<file path="src/verilog/mpt_map.svh">
/*
 * register offsets, field positions, codes and reset values of the
 * message translator.
 * assumes a 32-bit apb bus with word aligned byte addresses.
 */
`ifndef MPT_MAP_SVH
`define MPT_MAP_SVH

// register byte offsets
`define MPT_CTRL_OFS 8'h00
`define MPT_REQ_OFS 8'h04
`define MPT_CNT_OFS 8'h08
`define MPT_MASK_OFS 8'h0C
`define MPT_PEER_OFS 8'h10
`define MPT_HOST_OFS 8'h14
`define MPT_RES0_OFS 8'h18
`define MPT_RES1_OFS 8'h1C
`define MPT_RES2_OFS 8'h20
`define MPT_RTO_OFS 8'h24
`define MPT_RSTAT_OFS 8'h28

// control bit positions
`define MPT_CTRL_GO 0
`define MPT_CTRL_DIR 1
`define MPT_CTRL_NATIVE 2
`define MPT_CTRL_HOST 3
`define MPT_CTRL_REPLY 4
`define MPT_CTRL_SINGLE 5
`define MPT_CTRL_SLAVE 6
`define MPT_CTRL_SENT 8
`define MPT_CTRL_REPOK 9

// peer opcodes
`define MPT_OP_PRI_READ 8'h20
`define MPT_OP_NP_READ 8'h00
`define MPT_OP_RAND_READ 8'h04
`define MPT_OP_PRI_WRITE 8'h1E
`define MPT_OP_NP_WRITE 8'h02
`define MPT_OP_PRINT 8'h22
`define MPT_OP_PRINT_REPLY 8'h92

// serial function codes
`define MPT_FC_RD_COIL 8'h01
`define MPT_FC_RD_INPUT 8'h02
`define MPT_FC_RD_HOLD 8'h03
`define MPT_FC_RD_IREG 8'h04
`define MPT_FC_WR_COIL 8'h05
`define MPT_FC_WR_REG 8'h06
`define MPT_FC_WR_COILS 8'h0F
`define MPT_FC_WR_REGS 8'h10
`define MPT_FC_WR_MASKED 8'h16
`define MPT_FC_ENCAP 8'h11
`define MPT_FC_RAND_READ 8'h64

// status field values
`define MPT_SUB_COIL 8'h03
`define MPT_SUB_INPUT 8'h05
`define MPT_ENCAP_STATUS 16'hBAD5
`define MPT_ENCAP_QUERY 8'h01
`define MPT_ENCAP_REPLY 8'h02
`define MPT_FULL_MASK 16'hFFFF
`define MPT_BITS_PER_REG 5'h10

// reset values and the retry limit
`define MPT_HOST_RST 32'h0000_1003
`define MPT_RTO_RST 16'h03E8
`define MPT_MAX_RETRY 2'h2
`endif

</file>
<file path="src/verilog/mpt_pkg.sv">
/*
 * types of the message translator.
 * assumes mpt_map.svh is on the include path.
 */
package mpt_pkg;
	// one finished translation, either direction
	typedef struct packed {
		logic [7:0] opcode;
		logic encap;
		logic [15:0] status;
		logic [15:0] addr;
		logic [15:0] mask;
		logic [7:0] param;
	} mpt_result_t;

	// retry engine states
	typedef enum logic [1:0] {
		MPT_R_IDLE,
		MPT_R_WAIT,
		MPT_R_FAIL
	} mpt_retry_t;
endpackage : mpt_pkg

</file>
<file path="src/verilog/mpt_translator.sv">
/*
 * serial/peer message translator with apb register access.
 * register words, by byte offset:
 *   00 control: go, direction, native target, host mode, reply,
 *      one-coil-as-single, slave side; bit 8 sent, bit 9 reply ok
 *   04 request: function in [7:0], zero-based start in [31:16]
 *   08 count of coils or registers in [15:0]
 *   0c and-mask in [15:0], or-mask kept in [31:16]
 *   10 peer message: opcode in [7:0], remote register in [31:16]
 *   14 host setup: read code, write code, signed offset in [31:16]
 *   18 result: opcode or function, encapsulated flag, status field
 *   1c result: address in [15:0], write mask in [31:16]
 *   20 result: encapsulation parameter in [15:8], address byte zero
 *   24 reply timeout in clock cycles
 *   28 retry state: retries, waiting, failed
 * go, sent and reply ok are strobes and read back as zero.
 * a result is only as good as the operand words written before go;
 * control bits written together with go take effect for the next go.
 * assumes a single 10 MHz clock, asynchronous active high reset and
 * a message engine outside that moves bytes according to the results.
 */
// The APB slave port and the placing of the registers were left to the implementer.
// Notes on behaviour
// - read coils becomes priority read, status MN03
// - read inputs becomes priority read, status MN05
// - register reads become non-priority read, 03/04
// - single coil write uses one-bit mask, 05
// - single register write uses transaction 06
// - multiple coils only inside one register
// - one-coil multiple write may return as single
// - multiple register write uses transaction 10
// - masked write uses transaction 10, derived mask
// - random read becomes random access read
// - untranslatable query wrapped in print BAD5
// - untranslatable reply wrapped in print reply
// - encapsulated address byte sent zero, ignored
// - native target translates only 3,16,22,100
// - host mode uses configured codes and offset
// - offset is a signed sixteen bit value
// - offset only for outgoing host translations
// - register address equals remote plus offset
// - gate and slave side use zero offset
// - coil start ((remote+offset-1)*16)+1
// - peer commands ride function 17, 01/02
// - resend after timeout, at most two retries
`timescale 1ns/1ns
`include "mpt_map.svh"

module mpt_translator import mpt_pkg::*; (
	input wire logic clk,
	input wire logic reset,
	input wire logic psel,
	input wire logic penable,
	input wire logic pwrite,
	input wire logic [7:0] paddr,
	input wire logic [31:0] pwdata,
	output logic [31:0] prdata,
	output logic pready,
	output logic pslverr,
	output logic done,
	output logic resend
);
	// software visible registers
	logic [31:0] ctrl_r;
	logic [31:0] req_r;
	logic [31:0] cnt_r;
	logic [31:0] mask_r;
	logic [31:0] peer_r;
	logic [31:0] host_r;
	logic [15:0] rto_r;
	// latched result and its next value
	mpt_result_t res_r;
	mpt_result_t res_nxt;
	// retry engine
	mpt_retry_t rstate_r;
	logic [1:0] retries_r;
	logic [15:0] rtimer_r;
	// strobes decoded from the access phase; mapped is the address check used in the setup phase
	logic go;
	logic sent;
	logic rep_ok;
	logic wr_acc;
	logic rd_acc;
	logic mapped;

	// decoded fields
	logic dir;
	logic native;
	logic host_mode;
	logic is_reply;
	logic single_ok;
	logic slave_side;
	logic [7:0] fc;
	logic [15:0] start;
	logic [15:0] count;
	logic [7:0] peer_op;
	logic [15:0] remote;
	logic signed [15:0] bias;
	logic [15:0] reg_addr;
	logic [15:0] coil_addr;
	logic [4:0] span;
	logic [15:0] coil_mask;
	logic translatable;

	assign dir = ctrl_r[`MPT_CTRL_DIR];
	assign native = ctrl_r[`MPT_CTRL_NATIVE];
	assign host_mode = ctrl_r[`MPT_CTRL_HOST];
	assign is_reply = ctrl_r[`MPT_CTRL_REPLY];
	assign single_ok = ctrl_r[`MPT_CTRL_SINGLE];
	assign slave_side = ctrl_r[`MPT_CTRL_SLAVE];
	assign fc = req_r[7:0];
	assign start = req_r[31:16];
	assign count = cnt_r[15:0];
	assign peer_op = peer_r[7:0];
	assign remote = peer_r[31:16];

	// apb access phase; zero wait states, one-cycle access
	assign wr_acc = psel && penable && pwrite;
	assign rd_acc = psel && penable && !pwrite;
	assign mapped = (paddr[1:0] == 2'h0) && (paddr <= `MPT_RSTAT_OFS);
	assign go = wr_acc && (paddr == `MPT_CTRL_OFS) && pwdata[`MPT_CTRL_GO];
	assign sent = wr_acc && (paddr == `MPT_CTRL_OFS) && pwdata[`MPT_CTRL_SENT];
	assign rep_ok = wr_acc && (paddr == `MPT_CTRL_OFS) && pwdata[`MPT_CTRL_REPOK];

	// offset is zero in gate mode and on the slave side
	// the offset is signed: a value above 7fff moves the serial address
	// below the remote one, wrapping modulo 65536 like the serial side
	assign bias = (host_mode && !slave_side) ? host_r[31:16] : 16'sh0000;
	// register functions: remote plus offset
	assign reg_addr = remote + bias;
	// coil functions: sixteen coils per remote register, from bit 1
	assign coil_addr = ((remote + bias - 16'h0001) << 4) + 16'h0001;

	// coil span check for multiple coil writes; a run that would spill
	// into the next register cannot be expressed by one masked write,
	// so it is encapsulated instead of being split into two messages.
	// count is below sixteen where span is used, so five bits suffice
	assign span = {1'b0, start[3:0]} + count[4:0];
	assign coil_mask = 16'(((17'h0_0001 << count[4:0]) - 17'h0_0001) << start[3:0]);

	// which serial functions have a peer equivalent in this target mode
	// the four functions of the native list pass in every target mode;
	// the rest only when the target is not a native serial device
	always_comb begin
		unique case (fc)
			`MPT_FC_RD_HOLD, `MPT_FC_WR_REGS,
			`MPT_FC_WR_MASKED, `MPT_FC_RAND_READ: translatable = 1'b1;
			`MPT_FC_RD_COIL, `MPT_FC_RD_INPUT, `MPT_FC_RD_IREG,
			`MPT_FC_WR_COIL, `MPT_FC_WR_REG: translatable = !native;
			`MPT_FC_WR_COILS: begin
				// whole run must sit inside one register
				translatable = !native && (count != 16'h0000) && (count < 16'h0010)
					&& (span <= `MPT_BITS_PER_REG);
			end
			default: translatable = 1'b0;
		endcase
	end

	// translation of one message in either direction
	always_comb begin
		res_nxt = '0;
		res_nxt.mask = `MPT_FULL_MASK;
		if (!dir) begin
			// serial request toward the peer network; zero offset here
			// peer registers are one based and the request start is zero
			// based, hence the plus one; no offset for a serial master
			res_nxt.addr = start + 16'h0001;
			if (!translatable) begin
				res_nxt.opcode = is_reply ? `MPT_OP_PRINT_REPLY : `MPT_OP_PRINT;
				res_nxt.encap = 1'b1;
				res_nxt.status = `MPT_ENCAP_STATUS;
				// the frame keeps the start unchanged so that the far
				// translator can rebuild the original request
				res_nxt.addr = start;
				res_nxt.param = 8'h00;
			end else begin
				unique case (fc)
					`MPT_FC_RD_COIL: begin
						res_nxt.opcode = `MPT_OP_PRI_READ;
						res_nxt.status = {start[3:0], count[3:0], `MPT_SUB_COIL};
						res_nxt.addr = {4'h0, start[15:4]} + 16'h0001;
					end
					`MPT_FC_RD_INPUT: begin
						res_nxt.opcode = `MPT_OP_PRI_READ;
						res_nxt.status = {start[3:0], count[3:0], `MPT_SUB_INPUT};
						res_nxt.addr = {4'h0, start[15:4]} + 16'h0001;
					end
					`MPT_FC_RD_HOLD, `MPT_FC_RD_IREG: begin
						res_nxt.opcode = `MPT_OP_NP_READ;
						res_nxt.status = {8'h00, fc};
					end
					`MPT_FC_WR_COIL: begin
						res_nxt.opcode = `MPT_OP_NP_WRITE;
						res_nxt.status = {8'h00, fc};
						res_nxt.addr = {4'h0, start[15:4]} + 16'h0001;
						res_nxt.mask = 16'h0001 << start[3:0];
					end
					`MPT_FC_WR_REG, `MPT_FC_WR_REGS: begin
						res_nxt.opcode = `MPT_OP_NP_WRITE;
						res_nxt.status = {8'h00, fc};
					end
					`MPT_FC_WR_COILS: begin
						res_nxt.opcode = `MPT_OP_NP_WRITE;
						res_nxt.status = {8'h00, fc};
						res_nxt.addr = {4'h0, start[15:4]} + 16'h0001;
						res_nxt.mask = coil_mask;
					end
					`MPT_FC_WR_MASKED: begin
						// bits cleared in the and-mask are the ones written
						res_nxt.opcode = `MPT_OP_NP_WRITE;
						res_nxt.status = {8'h00, `MPT_FC_WR_REGS};
						res_nxt.mask = ~mask_r[15:0];
					end
					`MPT_FC_RAND_READ: begin
						res_nxt.opcode = `MPT_OP_RAND_READ;
					end
					default: res_nxt.opcode = `MPT_OP_PRINT;
				endcase
			end
		end else begin
			// peer message toward a serial slave
			// the function comes from the host setup in host mode and from
			// the fixed table in gate mode; unknown opcodes ride function 17
			unique case (peer_op)
				`MPT_OP_PRI_READ, `MPT_OP_NP_READ: begin
					res_nxt.opcode = host_mode ? host_r[7:0] : `MPT_FC_RD_HOLD;
				end
				`MPT_OP_PRI_WRITE, `MPT_OP_NP_WRITE: begin
					res_nxt.opcode = host_mode ? host_r[15:8] : `MPT_FC_WR_REGS;
					// a one-coil run may go out as a single coil write
					if (res_nxt.opcode == `MPT_FC_WR_COILS && count == 16'h0001
						&& single_ok) begin
						res_nxt.opcode = `MPT_FC_WR_COIL;
					end
				end
				default: begin
					res_nxt.opcode = `MPT_FC_ENCAP;
					res_nxt.encap = 1'b1;
					res_nxt.param = is_reply ? `MPT_ENCAP_REPLY : `MPT_ENCAP_QUERY;
				end
			endcase
			// coil functions address sixteen coils per remote register
			if (res_nxt.opcode == `MPT_FC_RD_COIL || res_nxt.opcode == `MPT_FC_WR_COIL
				|| res_nxt.opcode == `MPT_FC_WR_COILS) begin
				res_nxt.addr = coil_addr;
			end else begin
				res_nxt.addr = reg_addr;
			end
		end
	end

	// control and request registers; go, sent and ack bits self clear
	// writes to result and status words are dropped, as are writes to
	// unmapped offsets; the bus still answers them in one access cycle
	always_ff @(posedge clk or posedge reset) begin
		if (reset) begin
			ctrl_r <= 32'h0000_0000;
			req_r <= 32'h0000_0000;
			cnt_r <= 32'h0000_0000;
			mask_r <= 32'h0000_0000;
			peer_r <= 32'h0000_0000;
			host_r <= `MPT_HOST_RST;
			rto_r <= `MPT_RTO_RST;
		end else if (wr_acc) begin
			unique case (paddr)
				`MPT_CTRL_OFS: ctrl_r <= {25'h000_0000, pwdata[6:1], 1'b0};
				`MPT_REQ_OFS: req_r <= pwdata;
				`MPT_CNT_OFS: cnt_r <= pwdata;
				`MPT_MASK_OFS: mask_r <= pwdata;
				`MPT_PEER_OFS: peer_r <= pwdata;
				`MPT_HOST_OFS: host_r <= pwdata;
				`MPT_RTO_OFS: rto_r <= pwdata[15:0];
				default: ;
			endcase
		end
	end

	// result latch; the result of the last go stays until the next
	// the result uses the control bits stored before this write, so
	// software sets direction and modes first and then strobes go
	always_ff @(posedge clk or posedge reset) begin
		if (reset) begin
			res_r <= '0;
			done <= 1'b0;
		end else begin
			done <= go;
			if (go) begin
				res_r <= res_nxt;
			end
		end
	end

	// retry engine: a lost reply costs one timeout, then a resend
	// the timer is loaded with the timeout and counts down to one; the
	// cycle at one either resends or gives up, so each resend follows
	// its send by the timeout's worth of cycles. a reply ok strobe wins
	// over an expiring timer in the same cycle. a timeout of zero or one
	// resends in back to back cycles, so software keeps it above one
	always_ff @(posedge clk or posedge reset) begin
		if (reset) begin
			rstate_r <= MPT_R_IDLE;
			retries_r <= 2'h0;
			rtimer_r <= 16'h0000;
			resend <= 1'b0;
		end else begin
			resend <= 1'b0;
			unique case (rstate_r)
				MPT_R_IDLE, MPT_R_FAIL: begin
					if (sent) begin
						rstate_r <= MPT_R_WAIT;
						retries_r <= 2'h0;
						rtimer_r <= rto_r;
					end
				end
				MPT_R_WAIT: begin
					if (rep_ok) begin
						rstate_r <= MPT_R_IDLE;
					end else if (rtimer_r > 16'h0001) begin
						rtimer_r <= rtimer_r - 16'h0001;
					end else if (retries_r == `MPT_MAX_RETRY) begin
						rstate_r <= MPT_R_FAIL;
					end else begin
						retries_r <= retries_r + 2'h1;
						rtimer_r <= rto_r;
						resend <= 1'b1;
					end
				end
				default: rstate_r <= MPT_R_IDLE;
			endcase
		end
	end

	// apb read data and answer; unmapped addresses give slverr
	// read data is chosen in the setup cycle so that it stands in the
	// access cycle; this costs a 32-bit register but keeps the bus free
	// of wait states
	always_ff @(posedge clk or posedge reset) begin
		if (reset) begin
			prdata <= 32'h0000_0000;
			pready <= 1'b0;
			pslverr <= 1'b0;
		end else begin
			pready <= psel && !penable;
			pslverr <= psel && !penable && !mapped;
			prdata <= 32'h0000_0000;
			if (psel && !penable && !pwrite) begin
				unique case (paddr)
					`MPT_CTRL_OFS: prdata <= ctrl_r;
					`MPT_REQ_OFS: prdata <= req_r;
					`MPT_CNT_OFS: prdata <= cnt_r;
					`MPT_MASK_OFS: prdata <= mask_r;
					`MPT_PEER_OFS: prdata <= peer_r;
					`MPT_HOST_OFS: prdata <= host_r;
					`MPT_RES0_OFS: prdata <= {res_r.status, 7'h00, res_r.encap, res_r.opcode};
					`MPT_RES1_OFS: prdata <= {res_r.mask, res_r.addr};
					`MPT_RES2_OFS: prdata <= {16'h0000, res_r.param, 8'h00};
					`MPT_RTO_OFS: prdata <= {16'h0000, rto_r};
					`MPT_RSTAT_OFS: prdata <= {28'h000_0000, rstate_r == MPT_R_FAIL,
						rstate_r == MPT_R_WAIT, retries_r};
					default: prdata <= 32'h0000_0000;
				endcase
			end
		end
	end
endmodule : mpt_translator
</file>
<file path="config.mk">
export PLATFORM = sky130hd
export DESIGN_NAME = mpt_translator
export DESIGN_NICKNAME = d
export VERILOG_FILES = /design/src/verilog/mpt_pkg.sv /design/src/verilog/mpt_translator.sv
export VERILOG_INCLUDE_DIRS = /design/src /design/src/verilog
export SDC_FILE = /design/constraint.sdc
export NUM_CORES = 1
export LEC_CHECK = 0
export CAP_MARGIN = 20
export CELL_PAD_IN_SITES_DETAIL_PLACEMENT = 0
export CELL_PAD_IN_SITES_GLOBAL_PLACEMENT = 1
export CORE_AREA = 2 2 177 179
export CTS_CLUSTER_DIAMETER = 30
export DETAILED_ROUTE_END_ITERATION = 10
export DIE_AREA = 0 0 179 181
export DONT_BUFFER_PORTS = 1
export HOLD_SLACK_MARGIN = 0.03
export PLACE_DENSITY = 0.82
export SLEW_MARGIN = 20
export SYNTH_ARGS = -nofsm -noshare
export SYNTH_HDL_FRONTEND = slang
export SYNTH_SLANG_ARGS = --single-unit
</file>
<file path="constraint.sdc">
create_clock -name clk -period 29.4 [get_ports clk]
set_input_delay 4.41 -clock clk [delete_from_list [all_inputs] [get_ports clk]]
set_output_delay 4.41 -clock clk [all_outputs]
set_load 0.02 [all_outputs]
</file>
==> run summary <==
Fin. Hold Viols - 0
all-layer global routing usage - 0.354
Critical Path RT - 29.82 ns
DRC violations left - 0
Worst VDD drop - 0.0000575 V
largest net degree at the start of global routing - 173
clk_lat worst skew - 0.57 ns
outcome - completed
mux contribution to synthesized area - 0.131
simple-gate area share of the yosys netlist - 0.135
vias per inst - 6.89
Synth Area in XOR/XNOR - 0.0196
Post-CTS Hold Buffers - 0
number of port buffers - 0
# IOs - 81
LEAKAGE - 8.60 nW
layout cells sized above 1 - 0.226
Final min period - 7.10 ns
MaxCap Viol Count - 0
hold crit path type - register to register
initial core utilization - 0.546
Setup crit start kind - primary input
Final GP Congestion - 0.929
total wire length - 56.6 mm
adder-cell share of the synthesized area - 0.0221
FFs w/ async S/R, synth - 1.00
Synth Area in Compound Gates - 0.209
Syn Inst Count - 1,629
first-iteration detailed-routing DRC count - 1,580
Slew @ Worst Pin - 1.19 ns
clock sinks - 297
vias in the first global route - 13.8k
pwr/cell area - 67.5 nW/um^2
fmax - 141 MHz
Worst Hold Slack - 0.485 ns
Max Root-Sink Buffers - 3
CTS tree - yes
Synth-to-Final Area Change - 17.1%
first-pass GRT wire length - 86.1 mm
Worst Path Max Fanout - 54
cts bufs inserted - 69
RSZ-0062 raised after global routing - false
Seq/Total Area, Yosys - 0.449
crit end category - register
Root Driver - clkbuf_16
Cell variety after synth - 90
postcts setup bufs - 0
Syn Area/Cell - 10.2 sq um
setup TNS - 0 ns
post-DP HPWL - 37.7 mm
Slew Limit Fails - 0
vias post-DR - 14.2k
period utilization - 0.241
Total Power - 0.00131 W
Post-synth EDFFs - 0
H-Tree Depth - 3
Util after Layout - 0.639
Die Width - 179 um
Core ar. - 30,300 sq um
Non-Filler Instances - 2,061
initial antenna violation count - 0
GRT overflow - 0
die area - 32,400 sq um
Critical Path AT - 7.52 ns
Setup violations, final - 0
ANT nets after route - 0
main combinational cell family by area after synthesis - compound AO/OA/AOI/OAI gates
Final Skew - 0.0265 ns
Cell Area, Synth - 16,600 sq um
Post-synth top flop - dfrtp_1
Worst-path clk slew - 0.04 ns
register bit count reported by yosys - 297
CTS resizes - 0
Synth Net Count - 1,702
WS Path Type - primary input to register
Slew HR - 0.208
1st-pass router iterations - 7
dpl cells - 1,933
drt wl/cell - 27.5 um
number of nets in the layout - 1,681
Chip Height - 181 um
floorplan row count - 64
YS warnings - 0
[state kept, by name (all words and copies together), names as in the netlist]
signal	count
res_r	59
cnt_r	32
host_r	32
mask_r	32
peer_r	32
prdata	32
req_r	32
rtimer_r	16
rto_r	16
ctrl_r	6
retries_r	2
rstate_r	2
done	1
pready	1
pslverr	1
resend	1
[metal layers]
layer  share of wire  global-route usage  vias to the layer above
li1                -                   -                     6187
met1            0.39               0.461                     7107
met2            0.45               0.538                      732
met3           0.092              0.0953                      173
met4           0.061               0.187                        0
met5               0                   0                        -
[worst max-delay path, cell delays in order]
cell	delay (ns)
or4_1	0.64
nor2_2	0.41
and2_1	0.48
nand2_2	0.08
buf_4	0.33
nor2_1	0.69
o21ai_0	0.22
a21oi_1	0.18
a211oi_1	0.06
[cell usage in the layout (no fill, tap or decap), types with 15 or more instances in the layout]
cell type / synthesis / layout
mux2_2: 178 / 178
nand3_1: 32 / 32
a221oi_1: 20 / 20
a31oi_1: 43 / 43
mux2i_1: 15 / 15
nor2_1: 105 / 100
a22oi_1: 63 / 63
dfrtp_1: 288 / 288
xnor2_1: 24 / 24
o21ai_0: 79 / 79
ha_1: 26 / 26
and2_1: 23 / 23
nand2_1: 113 / 112
buf_4: 0 / 27
and3_1: 16 / 16
inv_1: 28 / 27
a222oi_1: 27 / 27
nor4_1: 20 / 18
clkbuf_16: 0 / 70
a21oi_1: 76 / 76
nor3_1: 38 / 38
[final timing paths]
check | cells after the start | from | endpoint | slack, ns
worst max-delay path | 9 | paddr[4] | res_r[30]$_DFFE_PP0P_ | 22.30
worst min-delay path | 1 | rtimer_r[14]$_DFFE_PP0P_ | rtimer_r[14]$_DFFE_PP0P_ | 0.48
worst max register to register | 8 | cnt_r[4]$_DFFE_PP0P_ | res_r[17]$_DFFE_PP0P_ | 25.16
worst min register to register | 1 | rtimer_r[14]$_DFFE_PP0P_ | rtimer_r[14]$_DFFE_PP0P_ | 0.48
max in group asynchronous | 2 | reset | res_r[24]$_DFFE_PP0P_ | 23.98
min in group asynchronous | 1 | reset | req_r[4]$_DFFE_PP0P_ | 3.83
[report_power, final]
| group | total, W | switching [W] | internal, W | leakage [nW] |
|---|---|---|---|---|
| Sequential | 0.000423 | 0.00000743 | 0.000416 | 4.08 |
| Combinational | 0.0000579 | 0.0000379 | 0.0000199 | 3.29 |
| Clock | 0.000828 | 0.000254 | 0.000574 | 1.23 |
[cell usage after synthesis, drive strengths merged (20+ instances only)]
library cell / number / area (sq um)
xnor2: 24 / 210
o21ai: 82 / 414
clkbuf: 89 / 334
nor4: 24 / 184
and2: 23 / 144
a221oi: 20 / 175
a222oi: 27 / 270
buf: 31 / 126
a21oi: 78 / 398
nor3: 38 / 190
nor2: 107 / 407
nand3: 33 / 170
inv: 30 / 113
mux2: 179 / 2020
a22oi: 63 / 473
a31oi: 44 / 290
dfrtp: 288 / 7210
nand2: 114 / 430
ha: 26 / 325
[final cells by class]
class,instances,area [sq um]
flip-flops and latches,297,7440
repair buffers,28,223
diodes,2,5.00
fillers,2425,10900
multi-input cells,1181,8580
well taps,396,495
clock inverters,36,587
clock buffers,90,1950
inverters,31,124
[kinds of logic after synthesis]
logic type / count (synthesis)
AOI/OAI and AO/OA: 484
xor gates and xnor gates: 37
adders and majority gates: 28
buffers and inverters: 151
DFF: 297
muxes: 194
and+or+nand+nor: 438
[metrics by stage]
stage,cell area [sq um],setup slack [ns]
CTS,19400,22.41
detailed placement,16900,21.82
floorplan,16600,16.80
global placement,16900,21.89
finish,19400,22.30
global route,19400,22.12
Power figures use the tool's default switching activity.
